$ cat config.mk
export PLATFORM = sky130hd
export DESIGN_NAME = lcgs_top
export DESIGN_NICKNAME = d
export VERILOG_FILES = /design/src/inc/lcgs_pkg.sv /design/src/rtl/lcgs_top.sv
export VERILOG_INCLUDE_DIRS = /design/src /design/src/inc
export SDC_FILE = /design/constraint.sdc
export NUM_CORES = 1
export LEC_CHECK = 0
export ABC_AREA = 1
export ABC_CLOCK_PERIOD_IN_PS = 3300
export BUFFER_PORTS_ARGS = -buffer_cell sky130_fd_sc_hd__clkbuf_2
export CELL_PAD_IN_SITES_DETAIL_PLACEMENT = 1
export CELL_PAD_IN_SITES_GLOBAL_PLACEMENT = 1
export CORE_MARGIN = 8
export CORE_UTILIZATION = 35
export CTS_BUF_LIST = sky130_fd_sc_hd__clkbuf_2
export CTS_CLUSTER_SIZE = 28
export DETAILED_ROUTE_END_ITERATION = 10
export PLACE_DENSITY = 0.84
export REMOVE_ABC_BUFFERS = 1
export SYNTH_ARGS = -nofsm -noshare
export SYNTH_HDL_FRONTEND = slang
export SYNTH_SLANG_ARGS = --single-unit
$ cat constraint.sdc
create_clock -name hclk -period 3.3 [get_ports hclk]
set_input_delay 0.825 -clock hclk [delete_from_list [all_inputs] [get_ports hclk]]
set_output_delay 0.825 -clock hclk [all_outputs]
set_load 0.1 [all_outputs]
$ cat src/inc/lcgs_params.svh
// Constants for the logic cell gate select block.
`ifndef LCGS_PARAMS_SVH
`define LCGS_PARAMS_SVH

// ----------------------------------------------------------------
// Register byte offsets
// ----------------------------------------------------------------
`define LCGS_OFF_SEL_LOW 8'h00
`define LCGS_OFF_SEL_HIGH 8'h04
`define LCGS_OFF_GATE_THREE 8'h08
`define LCGS_OFF_GATE_FOUR 8'h0C
`define LCGS_OFF_MIRROR 8'h10

// ----------------------------------------------------------------
// Field positions and masks
// ----------------------------------------------------------------
`define LCGS_SEL_LO_POS 0
`define LCGS_SEL_HI_POS 4
`define LCGS_SEL_MASK 8'h77
`define LCGS_MIRROR_MASK 8'h0F
`define LCGS_BASE_D1 4'h0
`define LCGS_BASE_D2 4'h4
`define LCGS_BASE_D3 4'h8
`define LCGS_BASE_D4 4'hC

// ----------------------------------------------------------------
// Reset values
// ----------------------------------------------------------------
`define LCGS_RST_SEL 8'h00
`define LCGS_RST_TERMS 8'h00
`define LCGS_RST_MIRROR 4'h0

`endif

$ cat src/inc/lcgs_pkg.sv
// Types shared by the logic cell gate select block.
package lcgs_pkg;

  // ----------------------------------------------------------------
  // Term enables of one gate, bit 7 down to bit 0.
  // ----------------------------------------------------------------
  typedef struct packed {
    logic d4_true_en;
    logic d4_inv_en;
    logic d3_true_en;
    logic d3_inv_en;
    logic d2_true_en;
    logic d2_inv_en;
    logic d1_true_en;
    logic d1_inv_en;
  } lcgs_terms_t;

  // Captured AHB address phase.
  typedef struct packed {
    logic valid;
    logic write;
    logic [7:0] addr;
  } lcgs_aphase_t;

endpackage

$ cat src/rtl/lcgs_top.sv
// Gate three and four term selection with an AHB-Lite register file.
//
// Register access over AHB-Lite and the address map were chosen for this implementation.
`timescale 1ns/10ps
`include "lcgs_params.svh"
//
// Overview of operation
// - Gate three true enables pass data lines.
// - Gate three inverted enables pass negated lines.
// - Gate four true enables pass data lines.
// - Gate four inverted enables pass negated lines.
// - Term enables are readable and writable.
// - Mirror bits 0-3 copy cell outputs.
// - Mirror bits 7-4 read zero, ignore writes.
// - Three-bit fields pick one of eight inputs.
//
// The slave answers every transfer at once, with no wait states. Read
// data is loaded at the edge that takes the address phase and stands
// through the data phase. A write lands at the edge that closes its
// data phase. Both gate outputs are registered, so they follow the
// registers and the cell inputs one clock later. The mirror is a
// registered copy of the cell outputs, so a read returns them as they
// stood at the clock edge before its address phase was taken.
module lcgs_top
  import lcgs_pkg::*;
(
  input wire logic hclk,
  input wire logic hresetn,
  input wire logic hsel,
  input wire logic [31:0] haddr,
  input wire logic [1:0] htrans,
  input wire logic hwrite,
  input wire logic [2:0] hsize,
  input wire logic [31:0] hwdata,
  input wire logic hready,
  output logic hreadyout,
  output logic hresp,
  output logic [31:0] hrdata,
  input wire logic [15:0] cell_in,
  input wire logic [3:0] cell_out,
  output logic gate_three_in,
  output logic gate_four_in
);

  // ----------------------------------------------------------------
  // Functions
  // ----------------------------------------------------------------

  // Picks one cell input from a window of eight starting at base.
  function automatic logic pick(input logic [15:0] vec,
                                input logic [3:0] base,
                                input logic [2:0] code);
    logic [3:0] idx;
    // The window wraps past input 15, which data four relies on.
    idx = base + {1'b0, code};
    return vec[idx];
  endfunction

  // ORs every enabled true or inverted term of the four data lines.
  function automatic logic gate_or(input lcgs_terms_t en,
                                   input logic [3:0] d);
    logic [7:0] terms;
    // Term order matches the enable bits, bit 7 down to bit 0.
    terms = {d[3], ~d[3], d[2], ~d[2], d[1], ~d[1], d[0], ~d[0]};
    return |(en & terms);
  endfunction

  // ----------------------------------------------------------------
  // Registers and bus state
  // ----------------------------------------------------------------
  // Selects and term enables reset to zero, a known start state.
  logic [7:0] data_select_low; // Data 1 and 2 selection codes.
  logic [7:0] data_select_high; // Data 3 and 4 selection codes.
  lcgs_terms_t gate_three_terms; // Term enables of gate three.
  lcgs_terms_t gate_four_terms; // Term enables of gate four.
  logic [3:0] cell_output_mirror; // Sampled copy of the cell outputs.
  lcgs_aphase_t aphase; // Address phase held for the data phase.

  // Next values of the registers.
  logic [7:0] next_sel_low;
  logic [7:0] next_sel_high;
  lcgs_terms_t next_gate_three;
  lcgs_terms_t next_gate_four;
  lcgs_aphase_t next_aphase;

  // ----------------------------------------------------------------
  // Bus decode
  // ----------------------------------------------------------------

  // A transfer starts on a selected NONSEQ or SEQ with the bus ready.
  wire logic start = hsel & hready & htrans[1];
  // Write strobes of the data phase, one per writable register.
  wire logic wr_phase = aphase.valid & aphase.write;
  wire logic wr_sel_low = wr_phase & (aphase.addr == `LCGS_OFF_SEL_LOW);
  wire logic wr_sel_high = wr_phase & (aphase.addr == `LCGS_OFF_SEL_HIGH);
  wire logic wr_g3 = wr_phase & (aphase.addr == `LCGS_OFF_GATE_THREE);
  wire logic wr_g4 = wr_phase & (aphase.addr == `LCGS_OFF_GATE_FOUR);
  // Only the low byte lane carries register data.
  wire logic [7:0] wbyte = hwdata[7:0];

  // The slave never stretches a transfer and always answers OKAY.
  assign hreadyout = 1'b1;
  assign hresp = 1'b0;

  assign next_aphase = '{valid: start, write: hwrite, addr: haddr[7:0]};

  // Unimplemented selection bits 7 and 3 are masked away on writes.
  assign next_sel_low = wr_sel_low ? (wbyte & `LCGS_SEL_MASK)
                                   : data_select_low;
  assign next_sel_high = wr_sel_high ? (wbyte & `LCGS_SEL_MASK)
                                     : data_select_high;
  assign next_gate_three = wr_g3 ? lcgs_terms_t'(wbyte) : gate_three_terms;
  assign next_gate_four = wr_g4 ? lcgs_terms_t'(wbyte) : gate_four_terms;

  // Read data uses next values so a read right after a write sees it.
  wire logic [7:0] rd_addr = haddr[7:0];
  wire logic [7:0] rd_byte =
    (rd_addr == `LCGS_OFF_SEL_LOW) ? next_sel_low :
    (rd_addr == `LCGS_OFF_SEL_HIGH) ? next_sel_high :
    (rd_addr == `LCGS_OFF_GATE_THREE) ? 8'(next_gate_three) :
    (rd_addr == `LCGS_OFF_GATE_FOUR) ? 8'(next_gate_four) :
    (rd_addr == `LCGS_OFF_MIRROR) ? {4'h0, cell_output_mirror} :
    // Unmapped offsets read zero.
    8'h00;

  // ----------------------------------------------------------------
  // Data line selection
  // ----------------------------------------------------------------
  // Data four wraps from input 15 back to input 0.
  // eight-way input pick
  wire logic sel_data_one = pick(cell_in, `LCGS_BASE_D1,
                                 data_select_low[2:0]);
  wire logic sel_data_two = pick(cell_in, `LCGS_BASE_D2,
                                 data_select_low[6:4]);
  wire logic sel_data_three = pick(cell_in, `LCGS_BASE_D3,
                                   data_select_high[2:0]);
  wire logic sel_data_four = pick(cell_in, `LCGS_BASE_D4,
                                  data_select_high[6:4]);
  wire logic [3:0] sel_data = {sel_data_four, sel_data_three,
                               sel_data_two, sel_data_one};

  // ----------------------------------------------------------------
  // Gates
  // ----------------------------------------------------------------
  // Both gates see the same four data lines; only the enables differ.
  // gate three OR
  wire logic next_gate_three_in = gate_or(gate_three_terms, sel_data);
  wire logic next_gate_four_in = gate_or(gate_four_terms, sel_data);

  // ----------------------------------------------------------------
  // Clocked state
  // ----------------------------------------------------------------

  // Bus state and read data.
  always_ff @(posedge hclk or negedge hresetn) begin
    if (!hresetn) begin
      aphase <= '0;
      hrdata <= 32'h0000_0000;
    end else begin
      aphase <= next_aphase;
      // Read data loads only when a read address phase is taken.
      hrdata <= (start && !hwrite) ? {24'h00_0000, rd_byte} : hrdata;
    end
  end

  // Configuration registers.
  always_ff @(posedge hclk or negedge hresetn) begin
    if (!hresetn) begin
      data_select_low <= `LCGS_RST_SEL;
      data_select_high <= `LCGS_RST_SEL;
      gate_three_terms <= `LCGS_RST_TERMS;
      gate_four_terms <= `LCGS_RST_TERMS;
    end else begin
      // A write lands at the edge that closes its data phase.
      data_select_low <= next_sel_low;
      data_select_high <= next_sel_high;
      gate_three_terms <= next_gate_three;
      gate_four_terms <= next_gate_four;
    end
  end

  // Gate outputs and the output mirror.
  // Registering the outputs gives the rest of the cell clean levels.
  always_ff @(posedge hclk or negedge hresetn) begin
    if (!hresetn) begin
      gate_three_in <= 1'b0;
      gate_four_in <= 1'b0;
      cell_output_mirror <= `LCGS_RST_MIRROR;
    end else begin
      gate_three_in <= next_gate_three_in;
      gate_four_in <= next_gate_four_in;
      cell_output_mirror <= cell_out;
    end
  end
endmodule

==> results.py <==
metrics = {
    "outcome": {
        "status": "finished, final reports clean",
    },
    "cts": {
        "cts_buffer_depth": 2,
        "cts_buffers": 5,
        "h-tree-depth": 2,
        "cts_tree": "yes",
        "holdBufCountCts": 0,
        "cts_sinks": 56,
        "cts_setup_buffers": 0,
        "clock_latency_ns": 0.44,
        "ctsResizeCount": 0,
        "cts.root.buffer_cell": "clkbuf_2",
        "clk_pin_slew_ns": 0.27,
    },
    "routing": {
        "ant_nets": 0,
        "drt-initial-drc-count": 92,
        "first_pass_iters": 4,
        "wl_mm": 8.27,
        "viasPerCell": 4.78,
        "vias": 2626,
        "drc": 0,
        "routedWlPerCell_um": 15.1,
    },
    "worst_setup_path": {
        "critical_path.top_delay_family": "buffers and inverters",
        "crit_path_top_delay_cell": "clkbuf_2",
        "crit_fanout": 2,
        "crit_path_cell_trace": "clkbuf_2",
        "arrival_ns": 1.35,
        "critPathCaptureType": "primary output",
        "crit_type": "flop to primary output",
        "worst_setup_path_start_kind": "flop",
        "max_stage_delay_ns": 0.47,
        "cp_num_buf_inv": 1,
        "cp.required_ns": 2.47,
    },
    "job": {
        "maxCapViolations": 0,
    },
    "yosys": {
        "synth_adder_area_share": 0,
        "synth.distinct_cells": 28,
        "synth_top_family_by_area": "simple AND/OR/NAND/NOR gates",
        "muxShareOfSynthArea": 0,
        "synth_compound_area_frac": 0.0920,
        "synth-seq-cells": 56,
        "yosys.area_share.simple": 0.305,
        "yosysWarningCount": 0,
        "syn_inst": 391,
        "synthXorXnorAreaFrac": 0,
        "synth_edf_count": 0,
        "ys_async_sr_fraction": 1.00,
        "synth.area.top_cells": "dfrtp_1, nand2_1, nand3_1",
        "synth_ff_type": "dfrtp_1",
        "synth_top_area_frac": 0.458,
        "synth.avg_cell_area_um2": 7.83,
        "synth_top_cell_by_area": "dfrtp_1",
        "yosysSeqAreaShare": 0.458,
        "synth_top_cells_by_count": "nand2_1, dfrtp_1, inv_1, nand3_1, nor2_1",
        "synth_area_mm2": 0.00306,
        "synth_most_common_cell": "nand2_1",
    },
    "global_routing": {
        "antenna_found_initial": 0,
        "grt_pass1_vias": 2858,
        "grt_first_pass_wirelength_mm": 13.5,
        "track_usage": 0.142,
        "overflow": 0,
        "grt_start_max_net_pins": 57,
    },
    "pwr": {
        "clkPwrFrac": 0.251,
        "powerDensity_mw_per_mm2": 402,
        "p_int_uw": 881,
        "p_leak_uw": 0.00180,
        "ir_worst_vdd_v": 0.000169,
        "power_frac_seq": 0.533,
        "switching_power_uw": 467,
        "combPwrFrac": 0.216,
        "sw_frac_of_total": 0.347,
        "power.total_uw": 1350,
    },
    "timing": {
        "slew_headroom": 0.513,
        "tns_ns": 0,
        "final_max_slew_viol_count": 0,
        "finalHoldViolations": 0,
        "fin_hold_ws_ns": 0.451,
        "post-route-min-period_ns": 2.17,
        "worst_pin_slew_ns": 0.730,
        "finalCritPeriodShare": 0.659,
        "max_freq_ghz": 0.460,
        "rsz0062_at_grt": "no",
        "fin_skew_ns": 0.0225,
        "setup_violations": 0,
    },
    "layout": {
        "diodes": 0,
        "utilization": 0.390,
        "multi_input_area_mm2": 0.00131,
        "final_nets": 534,
        "fill_cells": 1129,
        "seq_area_mm2": 0.00140,
        "area_delta_synth_final_pct": 9.57,
        "drive_gt1_frac": 0.181,
    },
    "min_path": {
        "hold_class": "input pin to asynchronous set/reset pin",
    },
    "floorplan": {
        "dieArea_mm2": 0.0120,
        "start_util": 0.356,
        "die_h_um": 110,
        "core-area_mm2": 0.00859,
        "io_pins": 130,
        "rows": 34,
        "die_w_um": 110,
    },
    "place": {
        "port_buffers": 51,
        "routabilityCongestion": 0.844,
        "hpwlAfterDp_mm": 6.71,
    },
}
[metal layers]
metal	global-route usage	wire length [um]	vias to the layer above	part of all wire
li1	-	-	1288	-
met1	0.168	3530	1257	0.43
met2	0.254	4120	71	0.50
met3	0.0311	498	10	0.060
met4	0.0366	127	0	0.015
met5	0	0	-	0
[logic make-up after synthesis]
group           count (synthesis)
compound gates                 47
buf+inv                        80
flops                          56
other cells                     2
simple gates                  206
[power groups by stage]
stage               sequential (uW)  clock (uW)  combinational (uW)
floorplan                       773           0                 179
global placement                729           0                 287
detailed placement              730           0                 292
CTS                             719         351                 293
global route                    722         373                 309
finish                          718         339                 291
[area by class of cell]
cell class,count,share of cell area
clock inverters,2,0.0104
inverters,45,0.0504
clock buffers,6,0.00896
well taps,108,0.0403
repair buffers,53,0.0806
flip-flops and latches,56,0.418
multi-input cells,279,0.391
[cells in the final DEF (no fill, tap or decap), types with 2 or more instances in the layout]
cell type / count
a21oi_1: 9
and2_1: 8
buf_4: 2
clkbuf_2: 57
conb_1: 26
dfrtp_1: 56
inv_1: 45
nand2_1: 106
nand2_2: 3
nand3_1: 44
nand4_1: 5
nor2_1: 28
nor2_4: 3
nor3_2: 2
o211ai_1: 8
o21ai_0: 18
o21ai_1: 5
o21ai_2: 7
[registers in the layout (all words and copies together) (netlist names)]
| signal | count |
|---|---|
| gate_three_in | 1 |
| cell_output_mirror | 4 |
| data_select_high | 8 |
| aphase | 10 |
| hrdata | 8 |
| gate_three_terms | 8 |
| data_select_low | 8 |
| gate_four_terms | 8 |
| gate_four_in | 1 |
[metrics by stage]
step | worst slack [ns] | instance area [um2] | cells
after CTS | 1.11 | 3350 | 549
after global routing | 1.04 | 3350 | 549
after detailed placement | 0.897 | 3290 | 541
after floorplan | 1.01 | 2880 | 380
after global placement | 0.957 | 3290 | 541
final | 1.13 | 3350 | 549
[final timing paths]
path	start	endpoint	slack, ns	cells after the start
setup reg to reg	aphase[1]	hrdata[4]	1.34	9
min in group hclk	cell_out[3]	cell_output_mirror[3]	0.45	1
hold / removal	hresetn	hrdata[1]	0.45	2
hold reg to reg	data_select_high[3]	data_select_high[3]	0.51	2
setup / recovery	hrdata[0]	hrdata[0]	1.13	1
max in group asynchronous	hresetn	gate_three_terms[5]	2.34	2
Note: power is estimated with default switching activity, not from simulation.
